<file path="config.mk">
export PLATFORM = sky130hd
export DESIGN_NAME = wdt_timer
export DESIGN_NICKNAME = d
export VERILOG_FILES = /design/src/wdt_pkg.sv /design/src/wdt_counter.sv /design/src/wdt_edge_sync.sv /design/src/wdt_timer.sv
export SDC_FILE = /design/constraint.sdc
export NUM_CORES = 1
export LEC_CHECK = 0
export BUFFER_PORTS_ARGS = -buffer_cell sky130_fd_sc_hd__clkbuf_2
export CORE_UTILIZATION = 43
export CTS_BUF_LIST = sky130_fd_sc_hd__clkbuf_8
export DETAILED_ROUTE_END_ITERATION = 16
export HOLD_SLACK_MARGIN = 0.03
export PLACE_DENSITY = 0.75
export SLEW_MARGIN = 20
export SYNTH_ARGS = -nofsm -noshare
export SYNTH_HDL_FRONTEND = slang
export SYNTH_SLANG_ARGS = --single-unit
</file>
<file path="constraint.sdc">
create_clock -name clk_in -period 2 [get_ports clk_in]
set_input_delay 0.2 -clock clk_in [delete_from_list [all_inputs] [get_ports clk_in]]
set_output_delay 0.2 -clock clk_in [all_outputs]
set_load 0.005 [all_outputs]
</file>
<file path="src/wdt_pkg.sv">
// Constants shared by the watchdog timer files: register indices, field
// positions, reset values and bus answer codes.
// Assumes the watchdog is reached over a 32-bit AXI4-Lite slave port.
package wdt_pkg;

    // =========================================================================
    // Register map (indices; byte address is four times the index)
    // =========================================================================
    localparam int unsigned WDT_ADDR_W       = 18;
    localparam logic [15:0] WDT_CTRL_IDX     = 16'hFE79;
    localparam logic [15:0] WDT_SERVICE_IDX  = 16'hFE7A;
    localparam logic [15:0] WDT_OSC_IDX      = 16'hFE7B;

    // =========================================================================
    // Control register fields
    // =========================================================================
    localparam int unsigned WDT_RSTF_BIT     = 7;
    localparam int unsigned WDT_CKSL_BIT     = 6;
    localparam int unsigned WDT_RUN_BIT      = 5;
    localparam int unsigned WDT_IDL_HI_BIT   = 4;
    localparam int unsigned WDT_IDL_LO_BIT   = 3;
    localparam int unsigned WDT_SEL_MSB      = 2;
    localparam logic [7:0]  WDT_CTRL_RESET   = 8'h00;
    // Bits kept across a watchdog-triggered reset: bit 6 and bits 4 to 0.
    localparam logic [7:0]  WDT_KEEP_MASK    = 8'h5F;
    localparam logic [7:0]  WDT_SERVICE_KEY  = 8'h55;

    // Oscillator control fields held locally.
    localparam int unsigned WDT_RC_START_BIT = 0;
    localparam int unsigned WDT_SUB_EN_BIT   = 6;
    localparam logic [7:0]  WDT_OSC_RESET    = 8'h00;
    localparam logic [7:0]  WDT_OSC_MASK     = 8'h41;

    // =========================================================================
    // Counter and standby codes
    // =========================================================================
    localparam int unsigned WDT_CNT_W        = 17;
    localparam logic [17:0] WDT_LIMIT_BASE   = 18'h00400;
    localparam logic [1:0]  WDT_STBY_SUSPEND = 2'h1;
    localparam logic [1:0]  WDT_STBY_RETAIN  = 2'h2;

    // =========================================================================
    // AXI4-Lite answers
    // =========================================================================
    localparam logic [1:0]  WDT_RESP_OKAY    = 2'h0;
    localparam logic [1:0]  WDT_RESP_SLVERR  = 2'h2;

endpackage

</file>
<file path="src/wdt_counter.sv">
// Watchdog up-counter with a selectable terminal count.
// Assumes tick_in is a one-cycle enable, one per watchdog clock edge.
`timescale 1ns/10ps
module wdt_counter
    import wdt_pkg::*;
#(
    parameter int unsigned CNT_W = WDT_CNT_W
) (
    input  wire logic             clk_in,   // System clock.
    input  wire logic             rst_in,   // Synchronous reset, active high.
    input  wire logic             clear_in, // Clear to zero, wins over a tick.
    input  wire logic             tick_in,  // Count enable pulse.
    input  wire logic [2:0]       sel_in,   // Overflow limit select.
    output logic      [CNT_W-1:0] count_out,// Present count.
    output logic                  ovf_out   // Limit reached on this tick.
);

    initial begin
        if (CNT_W != WDT_CNT_W) begin
            $error("wdt_counter: counter width must be 17");
        end
    end

    logic [CNT_W-1:0] count_q, count_d;

    // Last count before the limit; the limit itself may equal 2^17.
    function automatic logic [CNT_W-1:0] last_count(input logic [2:0] sel);
        logic [17:0] limit;
        limit = WDT_LIMIT_BASE << sel;
        return CNT_W'(limit - 18'h00001);
    endfunction

    assign ovf_out = tick_in & ~clear_in & (count_q == last_count(sel_in));

    always_comb begin
        count_d = count_q;
        if (clear_in || ovf_out) begin
            count_d = '0;
        end else if (tick_in) begin
            count_d = count_q + CNT_W'(1);
        end
    end

    always_ff @(posedge clk_in) begin
        if (rst_in) begin
            count_q <= '0;
        end else begin
            count_q <= count_d;
        end
    end

    assign count_out = count_q;

endmodule

</file>
<file path="src/wdt_edge_sync.sv">
// Two-flop synchroniser for an asynchronous pin, with a rise detector.
// Assumes the pin toggles slower than half the system clock.
`timescale 1ns/10ps
module wdt_edge_sync (
    input  wire logic clk_in,    // System clock.
    input  wire logic rst_in,    // Synchronous reset, active high.
    input  wire logic async_in,  // Asynchronous pin level.
    output logic      level_out, // Synchronised level.
    output logic      rise_out   // One-cycle pulse on a rising edge.
);

    logic meta_q, meta_d;
    logic sync_q, sync_d;
    logic prev_q, prev_d;

    // The first flop feeds only the second; the detector looks at later stages.
    always_comb begin
        meta_d = async_in;
        sync_d = meta_q;
        prev_d = sync_q;
    end

    always_ff @(posedge clk_in) begin
        if (rst_in) begin
            meta_q <= 1'b0;
            sync_q <= 1'b0;
            prev_q <= 1'b0;
        end else begin
            meta_q <= meta_d;
            sync_q <= sync_d;
            prev_q <= prev_d;
        end
    end

    assign level_out = sync_q;
    assign rise_out  = sync_q & ~prev_q;

endmodule

</file>
<file path="src/wdt_timer.sv">
// Watchdog timer top: AXI4-Lite register slave, clock selection,
// standby handling, subclock failure watch and reset generation.
// Assumes the two watchdog clocks and the reset pin are asynchronous pins
// sampled here; standby and hold flags come from logic on clk_in.
`timescale 1ns/10ps

// How it works
// - 17-bit counter counts selected watchdog clock edges.
// - Bit 6 picks RC or subclock.
// - Three select bits choose 1024..131072 limit.
// - Overflow resets, clears run, sets flag.
// - Run bit starts or stops counting.
// - Control writes ignored while running.
// - Service write of 55H clears counter.
// - Two bits choose standby behaviour.
// - Counter held clear while stopped.
// - Pin or power reset zeroes control.
// - Flag cleared by resets, set, writable.
// - RC request ORed with oscillator start bit.
// - RC request not cancelled by oscillator register.
// - Subclock stop while running on subclock forces reset.
// - Suspend code clears run at standby.
// - Retain code freezes count during standby.
module wdt_timer
    import wdt_pkg::*;
(
    input  wire logic        clk_in,                 // System clock, 250 MHz.
    input  wire logic        rst_in,                 // Power-on or low-voltage reset.
    input  wire logic        external_reset_pin_n_in,// Reset pin, active low, async.
    input  wire logic        lowspeed_rc_clk_in,     // Low-speed RC clock, async.
    input  wire logic        subclock_in,            // Subclock, async.
    input  wire logic        standby_in,             // CPU in HALT or HOLD.
    input  wire logic        hold_in,                // CPU in HOLD.
    input  wire logic [17:0] s_axi_awaddr,           // Write address.
    input  wire logic        s_axi_awvalid,          // Write address valid.
    output logic             s_axi_awready,          // Write address ready.
    input  wire logic [31:0] s_axi_wdata,            // Write data.
    input  wire logic [3:0]  s_axi_wstrb,            // Write strobes.
    input  wire logic        s_axi_wvalid,           // Write data valid.
    output logic             s_axi_wready,           // Write data ready.
    output logic [1:0]       s_axi_bresp,            // Write response.
    output logic             s_axi_bvalid,           // Write response valid.
    input  wire logic        s_axi_bready,           // Write response ready.
    input  wire logic [17:0] s_axi_araddr,           // Read address.
    input  wire logic        s_axi_arvalid,          // Read address valid.
    output logic             s_axi_arready,          // Read address ready.
    output logic [31:0]      s_axi_rdata,            // Read data.
    output logic [1:0]       s_axi_rresp,            // Read response.
    output logic             s_axi_rvalid,           // Read data valid.
    input  wire logic        s_axi_rready,           // Read data ready.
    output logic             wdt_reset_out,          // Watchdog reset pulse.
    output logic             rc_osc_request_out      // Low-speed RC run request.
);

    // =========================================================================
    // Pin synchronisers
    // =========================================================================
    logic rc_rise;
    logic sub_rise;
    logic pin_level;

    wdt_edge_sync u_rc_sync (
        .clk_in    (clk_in),
        .rst_in    (rst_in),
        .async_in  (lowspeed_rc_clk_in),
        .level_out (),
        .rise_out  (rc_rise)
    );

    wdt_edge_sync u_sub_sync (
        .clk_in    (clk_in),
        .rst_in    (rst_in),
        .async_in  (subclock_in),
        .level_out (),
        .rise_out  (sub_rise)
    );

    wdt_edge_sync u_pin_sync (
        .clk_in    (clk_in),
        .rst_in    (rst_in),
        .async_in  (external_reset_pin_n_in),
        .level_out (pin_level),
        .rise_out  ()
    );

    logic pin_reset;
    assign pin_reset = ~pin_level;

    // =========================================================================
    // Bus decode helpers
    // =========================================================================
    function automatic logic hits(input logic [17:0] addr, input logic [15:0] idx);
        return addr[17:2] == idx;
    endfunction

    function automatic logic mapped(input logic [17:0] addr);
        return hits(addr, WDT_CTRL_IDX) | hits(addr, WDT_SERVICE_IDX)
             | hits(addr, WDT_OSC_IDX);
    endfunction

    // =========================================================================
    // AXI4-Lite write channel
    // =========================================================================
    logic        aw_full_q, aw_full_d;
    logic [17:0] aw_addr_q, aw_addr_d;
    logic        w_full_q, w_full_d;
    logic [7:0]  w_data_q, w_data_d;
    logic        w_lane_q, w_lane_d;
    logic        awready_q, awready_d;
    logic        wready_q, wready_d;
    logic        bvalid_q, bvalid_d;
    logic [1:0]  bresp_q, bresp_d;
    logic        wr_fire;

    // Address and data are taken in either order; the write fires once both
    // are held and no earlier response is still waiting.
    assign wr_fire = aw_full_q & w_full_q & ~bvalid_q;

    always_comb begin
        aw_full_d = aw_full_q;
        aw_addr_d = aw_addr_q;
        w_full_d  = w_full_q;
        w_data_d  = w_data_q;
        w_lane_d  = w_lane_q;
        bvalid_d  = bvalid_q;
        bresp_d   = bresp_q;
        if (s_axi_awvalid && awready_q) begin
            aw_full_d = 1'b1;
            aw_addr_d = s_axi_awaddr;
        end
        if (s_axi_wvalid && wready_q) begin
            w_full_d = 1'b1;
            w_data_d = s_axi_wdata[7:0];
            w_lane_d = s_axi_wstrb[0];
        end
        if (bvalid_q && s_axi_bready) begin
            bvalid_d = 1'b0;
        end
        if (wr_fire) begin
            aw_full_d = 1'b0;
            w_full_d  = 1'b0;
            bvalid_d  = 1'b1;
            bresp_d   = mapped(aw_addr_q) ? WDT_RESP_OKAY : WDT_RESP_SLVERR;
        end
        awready_d = ~aw_full_d;
        wready_d  = ~w_full_d;
    end

    always_ff @(posedge clk_in) begin
        if (rst_in) begin
            aw_full_q <= 1'b0;
            aw_addr_q <= '0;
            w_full_q  <= 1'b0;
            w_data_q  <= 8'h00;
            w_lane_q  <= 1'b0;
            awready_q <= 1'b0;
            wready_q  <= 1'b0;
            bvalid_q  <= 1'b0;
            bresp_q   <= WDT_RESP_OKAY;
        end else begin
            aw_full_q <= aw_full_d;
            aw_addr_q <= aw_addr_d;
            w_full_q  <= w_full_d;
            w_data_q  <= w_data_d;
            w_lane_q  <= w_lane_d;
            awready_q <= awready_d;
            wready_q  <= wready_d;
            bvalid_q  <= bvalid_d;
            bresp_q   <= bresp_d;
        end
    end

    // Byte lane 0 must be strobed for a register to change.
    logic wr_ctrl;
    logic wr_service;
    logic wr_osc;
    assign wr_ctrl    = wr_fire & w_lane_q & hits(aw_addr_q, WDT_CTRL_IDX);
    assign wr_service = wr_fire & w_lane_q & hits(aw_addr_q, WDT_SERVICE_IDX);
    assign wr_osc     = wr_fire & w_lane_q & hits(aw_addr_q, WDT_OSC_IDX);

    // =========================================================================
    // Watchdog control state
    // =========================================================================
    logic [7:0]  ctrl_q, ctrl_d;
    logic [7:0]  osc_q, osc_d;
    logic        stby_prev_q, stby_prev_d;
    logic        wdt_rst_q, wdt_rst_d;
    logic        rc_req_q, rc_req_d;
    logic        running;
    logic        use_sub;
    logic [1:0]  stby_code;
    logic        retain_now;
    logic        sub_fail;
    logic        ovf;
    logic        trip;
    logic        cnt_clear;
    logic        cnt_tick;
    logic [16:0] count;

    assign running   = ctrl_q[WDT_RUN_BIT];
    assign use_sub   = ctrl_q[WDT_CKSL_BIT];
    assign stby_code = ctrl_q[WDT_IDL_HI_BIT:WDT_IDL_LO_BIT];

    assign retain_now = standby_in & (stby_code == WDT_STBY_RETAIN);

    assign sub_fail = running & use_sub & (~osc_q[WDT_SUB_EN_BIT] | hold_in);

    assign cnt_tick = running & ~retain_now & (use_sub ? sub_rise : rc_rise);

    // Dedicated service clear; cleared while stopped.
    assign cnt_clear = ~running | (wr_service & (w_data_q == WDT_SERVICE_KEY));

    wdt_counter #(
        .CNT_W (WDT_CNT_W)
    ) u_counter (
        .clk_in    (clk_in),
        .rst_in    (rst_in),
        .clear_in  (cnt_clear),
        .tick_in   (cnt_tick),
        .sel_in    (ctrl_q[WDT_SEL_MSB:0]),
        .count_out (count),
        .ovf_out   (ovf)
    );

    assign trip = ovf | sub_fail;

    // Control register update. Priority: pin reset, watchdog trip, standby,
    // then software. A trip sets the flag even if software clears it in the
    // same cycle, so only a pin or power reset in that cycle leaves a trip unrecorded.
    always_comb begin
        ctrl_d      = ctrl_q;
        osc_d       = osc_q;
        stby_prev_d = standby_in;
        wdt_rst_d   = 1'b0;
        if (wr_osc) begin
            osc_d = w_data_q & WDT_OSC_MASK;
        end
        // Software write can start only; locked while running.
        if (wr_ctrl && !running) begin
            ctrl_d = w_data_q;
        end
        if (standby_in && !stby_prev_q && running
                && stby_code == WDT_STBY_SUSPEND) begin
            ctrl_d[WDT_RUN_BIT] = 1'b0;
        end
        if (trip) begin
            ctrl_d                = ctrl_q & WDT_KEEP_MASK;
            ctrl_d[WDT_RSTF_BIT]  = 1'b1;
            wdt_rst_d             = 1'b1;
        end
        // Pin reset zeroes control; also clears the flag.
        if (pin_reset) begin
            ctrl_d    = WDT_CTRL_RESET;
            wdt_rst_d = 1'b0;
        end
    end

    // RC request ORed; software start bit cannot cancel it.
    always_comb begin
        rc_req_d = (ctrl_d[WDT_RUN_BIT] & ~ctrl_d[WDT_CKSL_BIT] & ~retain_now)
                 | osc_d[WDT_RC_START_BIT];
    end

    always_ff @(posedge clk_in) begin
        if (rst_in) begin
            ctrl_q      <= WDT_CTRL_RESET;
            osc_q       <= WDT_OSC_RESET;
            stby_prev_q <= 1'b0;
            wdt_rst_q   <= 1'b0;
            rc_req_q    <= 1'b0;
        end else begin
            ctrl_q      <= ctrl_d;
            osc_q       <= osc_d;
            stby_prev_q <= stby_prev_d;
            wdt_rst_q   <= wdt_rst_d;
            rc_req_q    <= rc_req_d;
        end
    end

    // =========================================================================
    // AXI4-Lite read channel
    // =========================================================================
    logic        arready_q, arready_d;
    logic        rvalid_q, rvalid_d;
    logic [31:0] rdata_q, rdata_d;
    logic [1:0]  rresp_q, rresp_d;

    // One read at a time: the address is taken only while no data waits.
    always_comb begin
        rvalid_d = rvalid_q;
        rdata_d  = rdata_q;
        rresp_d  = rresp_q;
        if (rvalid_q && s_axi_rready) begin
            rvalid_d = 1'b0;
        end
        if (s_axi_arvalid && arready_q) begin
            rvalid_d = 1'b1;
            rresp_d  = mapped(s_axi_araddr) ? WDT_RESP_OKAY : WDT_RESP_SLVERR;
            rdata_d  = 32'h00000000;
            if (hits(s_axi_araddr, WDT_CTRL_IDX)) begin
                rdata_d = {24'h000000, ctrl_q};
            end else if (hits(s_axi_araddr, WDT_OSC_IDX)) begin
                rdata_d = {24'h000000, osc_q};
            end
        end
        arready_d = ~rvalid_d & ~(s_axi_arvalid & arready_q);
    end

    always_ff @(posedge clk_in) begin
        if (rst_in) begin
            arready_q <= 1'b0;
            rvalid_q  <= 1'b0;
            rdata_q   <= 32'h00000000;
            rresp_q   <= WDT_RESP_OKAY;
        end else begin
            arready_q <= arready_d;
            rvalid_q  <= rvalid_d;
            rdata_q   <= rdata_d;
            rresp_q   <= rresp_d;
        end
    end

    // =========================================================================
    // Outputs, all straight from flops
    // =========================================================================
    assign s_axi_awready      = awready_q;
    assign s_axi_wready       = wready_q;
    assign s_axi_bvalid       = bvalid_q;
    assign s_axi_bresp        = bresp_q;
    assign s_axi_arready      = arready_q;
    assign s_axi_rvalid       = rvalid_q;
    assign s_axi_rdata        = rdata_q;
    assign s_axi_rresp        = rresp_q;
    assign wdt_reset_out      = wdt_rst_q;
    assign rc_osc_request_out = rc_req_q;

endmodule

</file>
# Word level (Yosys, flattened, before mapping)
# Index checks and enable logic that the tools add are counted.
# totals
inputBits,84
wordCells,121
out_inout_bits,43
register_bits,108
# classes
n_addsub,2
mux,19
shift,1
reduce_logical,17
bitwise_logic,42
n_eq_ne,10
# ops
cell,count
"16-bit == test, second input constant",6
8-bit 2-to-1 mux,3
1-bit bitwise AND,20
"17-bit by 1-bit adder with 17-bit output, second input constant",1
17-bit == test,1
"11-bit by 3-bit left shift with 17-bit output, first input constant",1
"17-bit by 1-bit subtractor with 17-bit output, second input constant",1
7-bit 2-to-1 mux,2
1-bit inverter,14
1-bit 2-to-1 mux,12
1-bit logical AND,9
"8-bit by 7-bit == test with 1-bit output, second input constant",1
1-bit OR,8
2-bit 2-to-1 mux,2
2-bit nonzero test,2
2-bit OR reduction,2
"2-bit by 1-bit == test with 1-bit output, second input constant",1
"2-bit == test, second input constant",1
1-bit logical NOT,2
2-bit AND reduction,1
1-bit logical OR,1

# Logic depth before layout (Yosys ltp)
# logic_depth
word_depth,16
depth_mapped,8

# Modules after synthesis
# A second synthesis with hierarchy kept.
# hier_totals
cells_unflattened,409
hier_area_um2,3563.4
# modules_own_cells
module,n_inst,seq_area_each_um2,area_each_um2,cells_per_inst
wdt_timer,1,1101.1,2397.3,282
wdt_counter,1,340.3,903.4,106
wdt_edge_sync,3,60.1,87.6,7

# Worst setup path after synthesis
# OpenSTA, ideal clock, no wires.
# synth_timing
path_kind,reg2reg
from,register aw_addr_q[4]
to,register u_counter.count_q[9] (netlist: u_counter.count_out[9])
stages_incl_launch_ff,8
setup_slack_ns,0.149
synth_period_minus_slack_ns,1.851
path_buffers,2
setup_time_ns,0.115
t_arrival_ns,1.736
required_time_ns,1.885
path_cell_list,dfxtp_1 nand4b_1 or4_4 o41ai_2 a211o_1 buf_6 buf_6 nor2_1
# synth_via
elab_chain_len,9
# synth_rtl
item,line,rtl
"start, declared",wdt_timer.sv:105,"logic [17:0] aw_addr_q, aw_addr_d;"
"start signal, assigned",wdt_timer.sv:162,aw_addr_q <= aw_addr_d;
16-bit == test (*),wdt_timer.sv:93,return addr[17:2] == idx;
1-bit bitwise AND (*),wdt_timer.sv:178,"assign wr_service = wr_fire & w_lane_q & hits(aw_addr_q, WDT_SERVICE_IDX);"
1-bit bitwise AND (*),wdt_timer.sv:211,assign cnt_clear = ~running | (wr_service & (w_data_q == WDT_SERVICE_KEY));
1-bit OR (*),wdt_timer.sv:211,
1-bit inverter,wdt_counter.sv:33,assign ovf_out = tick_in & ~clear_in & (count_q == last_count(sel_in));
1-bit bitwise AND (2 in a row),wdt_counter.sv:33,
1-bit logical OR (*),wdt_counter.sv:37,if (clear_in || ovf_out) begin
2-bit OR reduction (no source line) (*),--,
"end signal, assigned",wdt_counter.sv:48,count_q <= count_d;
"end, declared",wdt_counter.sv:24,"logic [CNT_W-1:0] count_q, count_d;"
# Every way passes the cells marked *; elsewhere a longest branch is shown, timed or not.
# A chain may end at the register's enable or synchronous reset.

# Final worst setup path
# layout_timing
from,register aw_addr_q[4]
to,register rc_req_q (netlist: rc_osc_request_out)
# layout_via
elab_chain_len,14
word_cells_on_any_way,22
cone_classes,eq/ne (3); mux (5); bitwise (13); reduce/logical (1)
# layout_rtl
item,line,rtl
16-bit == test,wdt_timer.sv:93,
1-bit bitwise AND,wdt_timer.sv:178,
1-bit bitwise AND,wdt_timer.sv:211,
1-bit OR,wdt_timer.sv:211,
1-bit inverter,wdt_counter.sv:33,
1-bit bitwise AND (2 in a row),wdt_counter.sv:33,
1-bit OR,wdt_timer.sv:225,assign trip = ovf | sub_fail;
8-bit 2-to-1 mux,wdt_timer.sv:246,if (trip) begin
7-bit 2-to-1 mux,wdt_timer.sv:252,if (pin_reset) begin
1-bit inverter,wdt_timer.sv:260,rc_req_d = (ctrl_d[WDT_RUN_BIT] & ~ctrl_d[WDT_CKSL_BIT] & ~retain_now)
1-bit bitwise AND (2 in a row),wdt_timer.sv:260,
1-bit OR (*),wdt_timer.sv:261,| osc_d[WDT_RC_START_BIT];
"end signal, assigned",wdt_timer.sv:276,rc_req_q <= rc_req_d;
"end, declared",wdt_timer.sv:188,"logic rc_req_q, rc_req_d;"
# Every way passes the cells marked *; elsewhere a longest branch is shown, timed or not. The select of a mux whose other input is x is not followed.

==> flow_metrics.tcl <==
set metrics [dict create \
    cellPowerDensity_nw_per_um2 714.4 \
    drtIter0Drc 120 \
    nFillCells 752 \
    overflow 0 \
    netlist_area_um2 3506 \
    synth_enable_flop_cells 0 \
    area_growth_pct 15.52 \
    io_buffers 69 \
    htreeDepth 3 \
    drc 0 \
    cts_made_buffers 9 \
    fp.dieW_um 92.30 \
    drt_first_pass_iters 4 \
    synth_cells 407 \
    ys_ff_latch 80 \
    worst_slack_ps 121.6 \
    insertion_delay_ps 350 \
    finalHoldViolCount 0 \
    ys.flop_type "dfxtp_1" \
    path_max_fanout 4 \
    tritoncts "yes" \
    setup_viol 0 \
    tightestPinTransition_ps 528.1 \
    arrival_ps 2170 \
    clkTransAtPathRegs_ps 80 \
    yosysSeqAreaShare_pct 45.68 \
    vdd_drop_max_uv 459.6 \
    yosysUniqueCellTypes 52 \
    drive_above_1_share_pct 20.88 \
    ant_nets 0 \
    rsz0062_at_grt "no" \
    antenna_cells 0 \
    cts_hold_buf 0 \
    drv_slew 0 \
    routed_wl_um 7136 \
    fin_crit_ps 1878 \
    grt_max_degree 50 \
    track_usage_pct 17.90 \
    synth.most_common_cell "dfxtp_1" \
    die_h_um 92.30 \
    cp-startpoint "aw_addr_q[4]" \
    yosys_warnings 0 \
    ff2ff_path_depth 5 \
    grt_pass1_vias 2624 \
    async_flop_share_pct 0 \
    nets 559 \
    avgSynthCellArea_um2 8.614 \
    min_path_type "in2reg" \
    crit_chain "nand4b_1, or4_4, o41a_1, nand4_1, a41o_1" \
    yosys.area.top_type "dfxtp_1" \
    synth_top_area_share_pct 45.68 \
    io_pins 127 \
    synthTopCellsByArea "dfxtp_1 46%, nand2_1 6.9%, buf_4 5.6%" \
    grt_pass1_wl_um 11920 \
    synth.top_cells.by_count "80 x dfxtp_1, 64 x nand2_1, 46 x nor2_1" \
    critPathCapture "rc_osc_request_out" \
    fmax_ghz 0.5324 \
    leakage_nw 1.569 \
    coreArea_um2 7807 \
    fin_worst_skew_ps 9.611 \
    period_share_pct 93.92 \
    slew_headroom_pct 64.79 \
    fp.dieArea_um2 8518 \
    gp_congestion 0.8668 \
    start_kind "flop" \
    wl_per_cell_um 12.28 \
    status "complete, no violations" \
    tns_ps 0 \
    root_buffer "clkbuf_8" \
    cp_slowest_cell "or4_4" \
    vias 2880 \
    required_ps 2290 \
    row_count 32 \
    critPathMaxStageDelay_ps 600 \
    antenna_found_initial 0 \
    r2r_slack_ps 120 \
    dp_hpwl_um 5281 \
    cts.sinks 80 \
    pre_cts_ws_ps 23.64 \
    cp-end-kind "flop" \
    cts_buffer_depth 2 \
    via_per_inst 4.957 \
    r2r-start "aw_addr_q[4]" \
    cap_violations 0 \
    initial_utilization_pct 44.90 \
    utilization_pct 51.88 \
    rr_endpoint "rc_osc_request_out" \
    crit_type "reg2reg" \
]
## report_power, final
part / switching (mW) / leakage [nW] / internal (mW) / total [mW]
Combinational: 0.103 / 0.827 / 0.0797 / 0.182
Clock: 0.571 / 0.0913 / 0.478 / 1.05
Sequential: 0.0261 / 0.650 / 1.64 / 1.66
## metrics by stage
stage / area (um2) / power [mW] / hold WS [ps] / std cells
floorplan: 3600 / 1.834 / 328.2 / 432
global placement: 3860 / 1.876 / 416.5 / 565
detailed placement: 3860 / 1.881 / 413.9 / 565
CTS: 4034 / 2.917 / 42.30 / 581
global route: 4050 / 3.012 / 49.14 / 581
finish: 4050 / 2.893 / 54.21 / 581
## state kept, by name, indices dropped and copies added (netlist names), 2 cells and up
register             cells
w_data_q                 8
ctrl_q                   8
u_counter.count_out     17
aw_addr_q               16
s_axi_rdata              8
osc_q                    2
## cells by family after synthesis
family | Yosys count | share of synthesized area [%]
mux | 11 | 3.141
simple gates | 185 | 26.34
xor+xnor | 16 | 3.997
buf+inv | 53 | 8.887
other cells | 1 | 0.1070
fa+ha+maj | 1 | 0.3568
flops | 80 | 45.68
compound gates | 60 | 11.49
## how the worst min path moves through the flow
stage | from | end | slack (ps) | cells after the start
4_1_cts | lowspeed_rc_clk_in | u_rc_sync.meta_q | 40 | 2
3_3_place_gp | lowspeed_rc_clk_in | u_rc_sync.meta_q | 420 | 2
3_5_place_dp | lowspeed_rc_clk_in | u_rc_sync.meta_q | 410 | 2
6_report | lowspeed_rc_clk_in | u_rc_sync.meta_q | 50 | 2
2_1_floorplan | standby_in | stby_prev_q | 330 | 1
5_1_grt | s_axi_awaddr[8] | aw_addr_q[8] | 50 | 3
## critical path: cells and delay by family (launching register included)
family,cells,cell delay (ps)
and+or+nand+nor,3,950
AOI/OAI and AO/OA,2,560
DFF,1,310
## cell type report
cell class	instances	area (um2)	share of cell area, %
clock inverter	6	36.28	0.8959
sequential	80	1602	39.54
tap	102	127.6	3.151
clock buffer	10	137.6	3.398
timing repair buffer	77	417.9	10.32
inverter	7	26.28	0.6487
multi-input combinational	299	1703	42.05
## timing repair
item / in CTS / in global routing
setup endpoints to repair: 0 / 18
gates resized for setup: 0 / 2
buffers inserted: 0 / 0
## cells in the final DEF, fill, tap and decap left out, drive strengths merged, types with 11 or more instances in the layout
master,n
dfxtp,80
nor3,11
clkbuf,79
nor2,46
nand2,64
nor2b,11
xnor2,15
mux2i,11
a21oi,31
conb,26
## routing by layer
metal | global-route usage (%) | wire (um)
met2 | 29.04 | 3212
met4 | 7.682 | 116
met5 | 0 | 0
met1 | 22.49 | 3394
met3 | 4.598 | 413
Note: power is estimated with default switching activity, not from simulation.
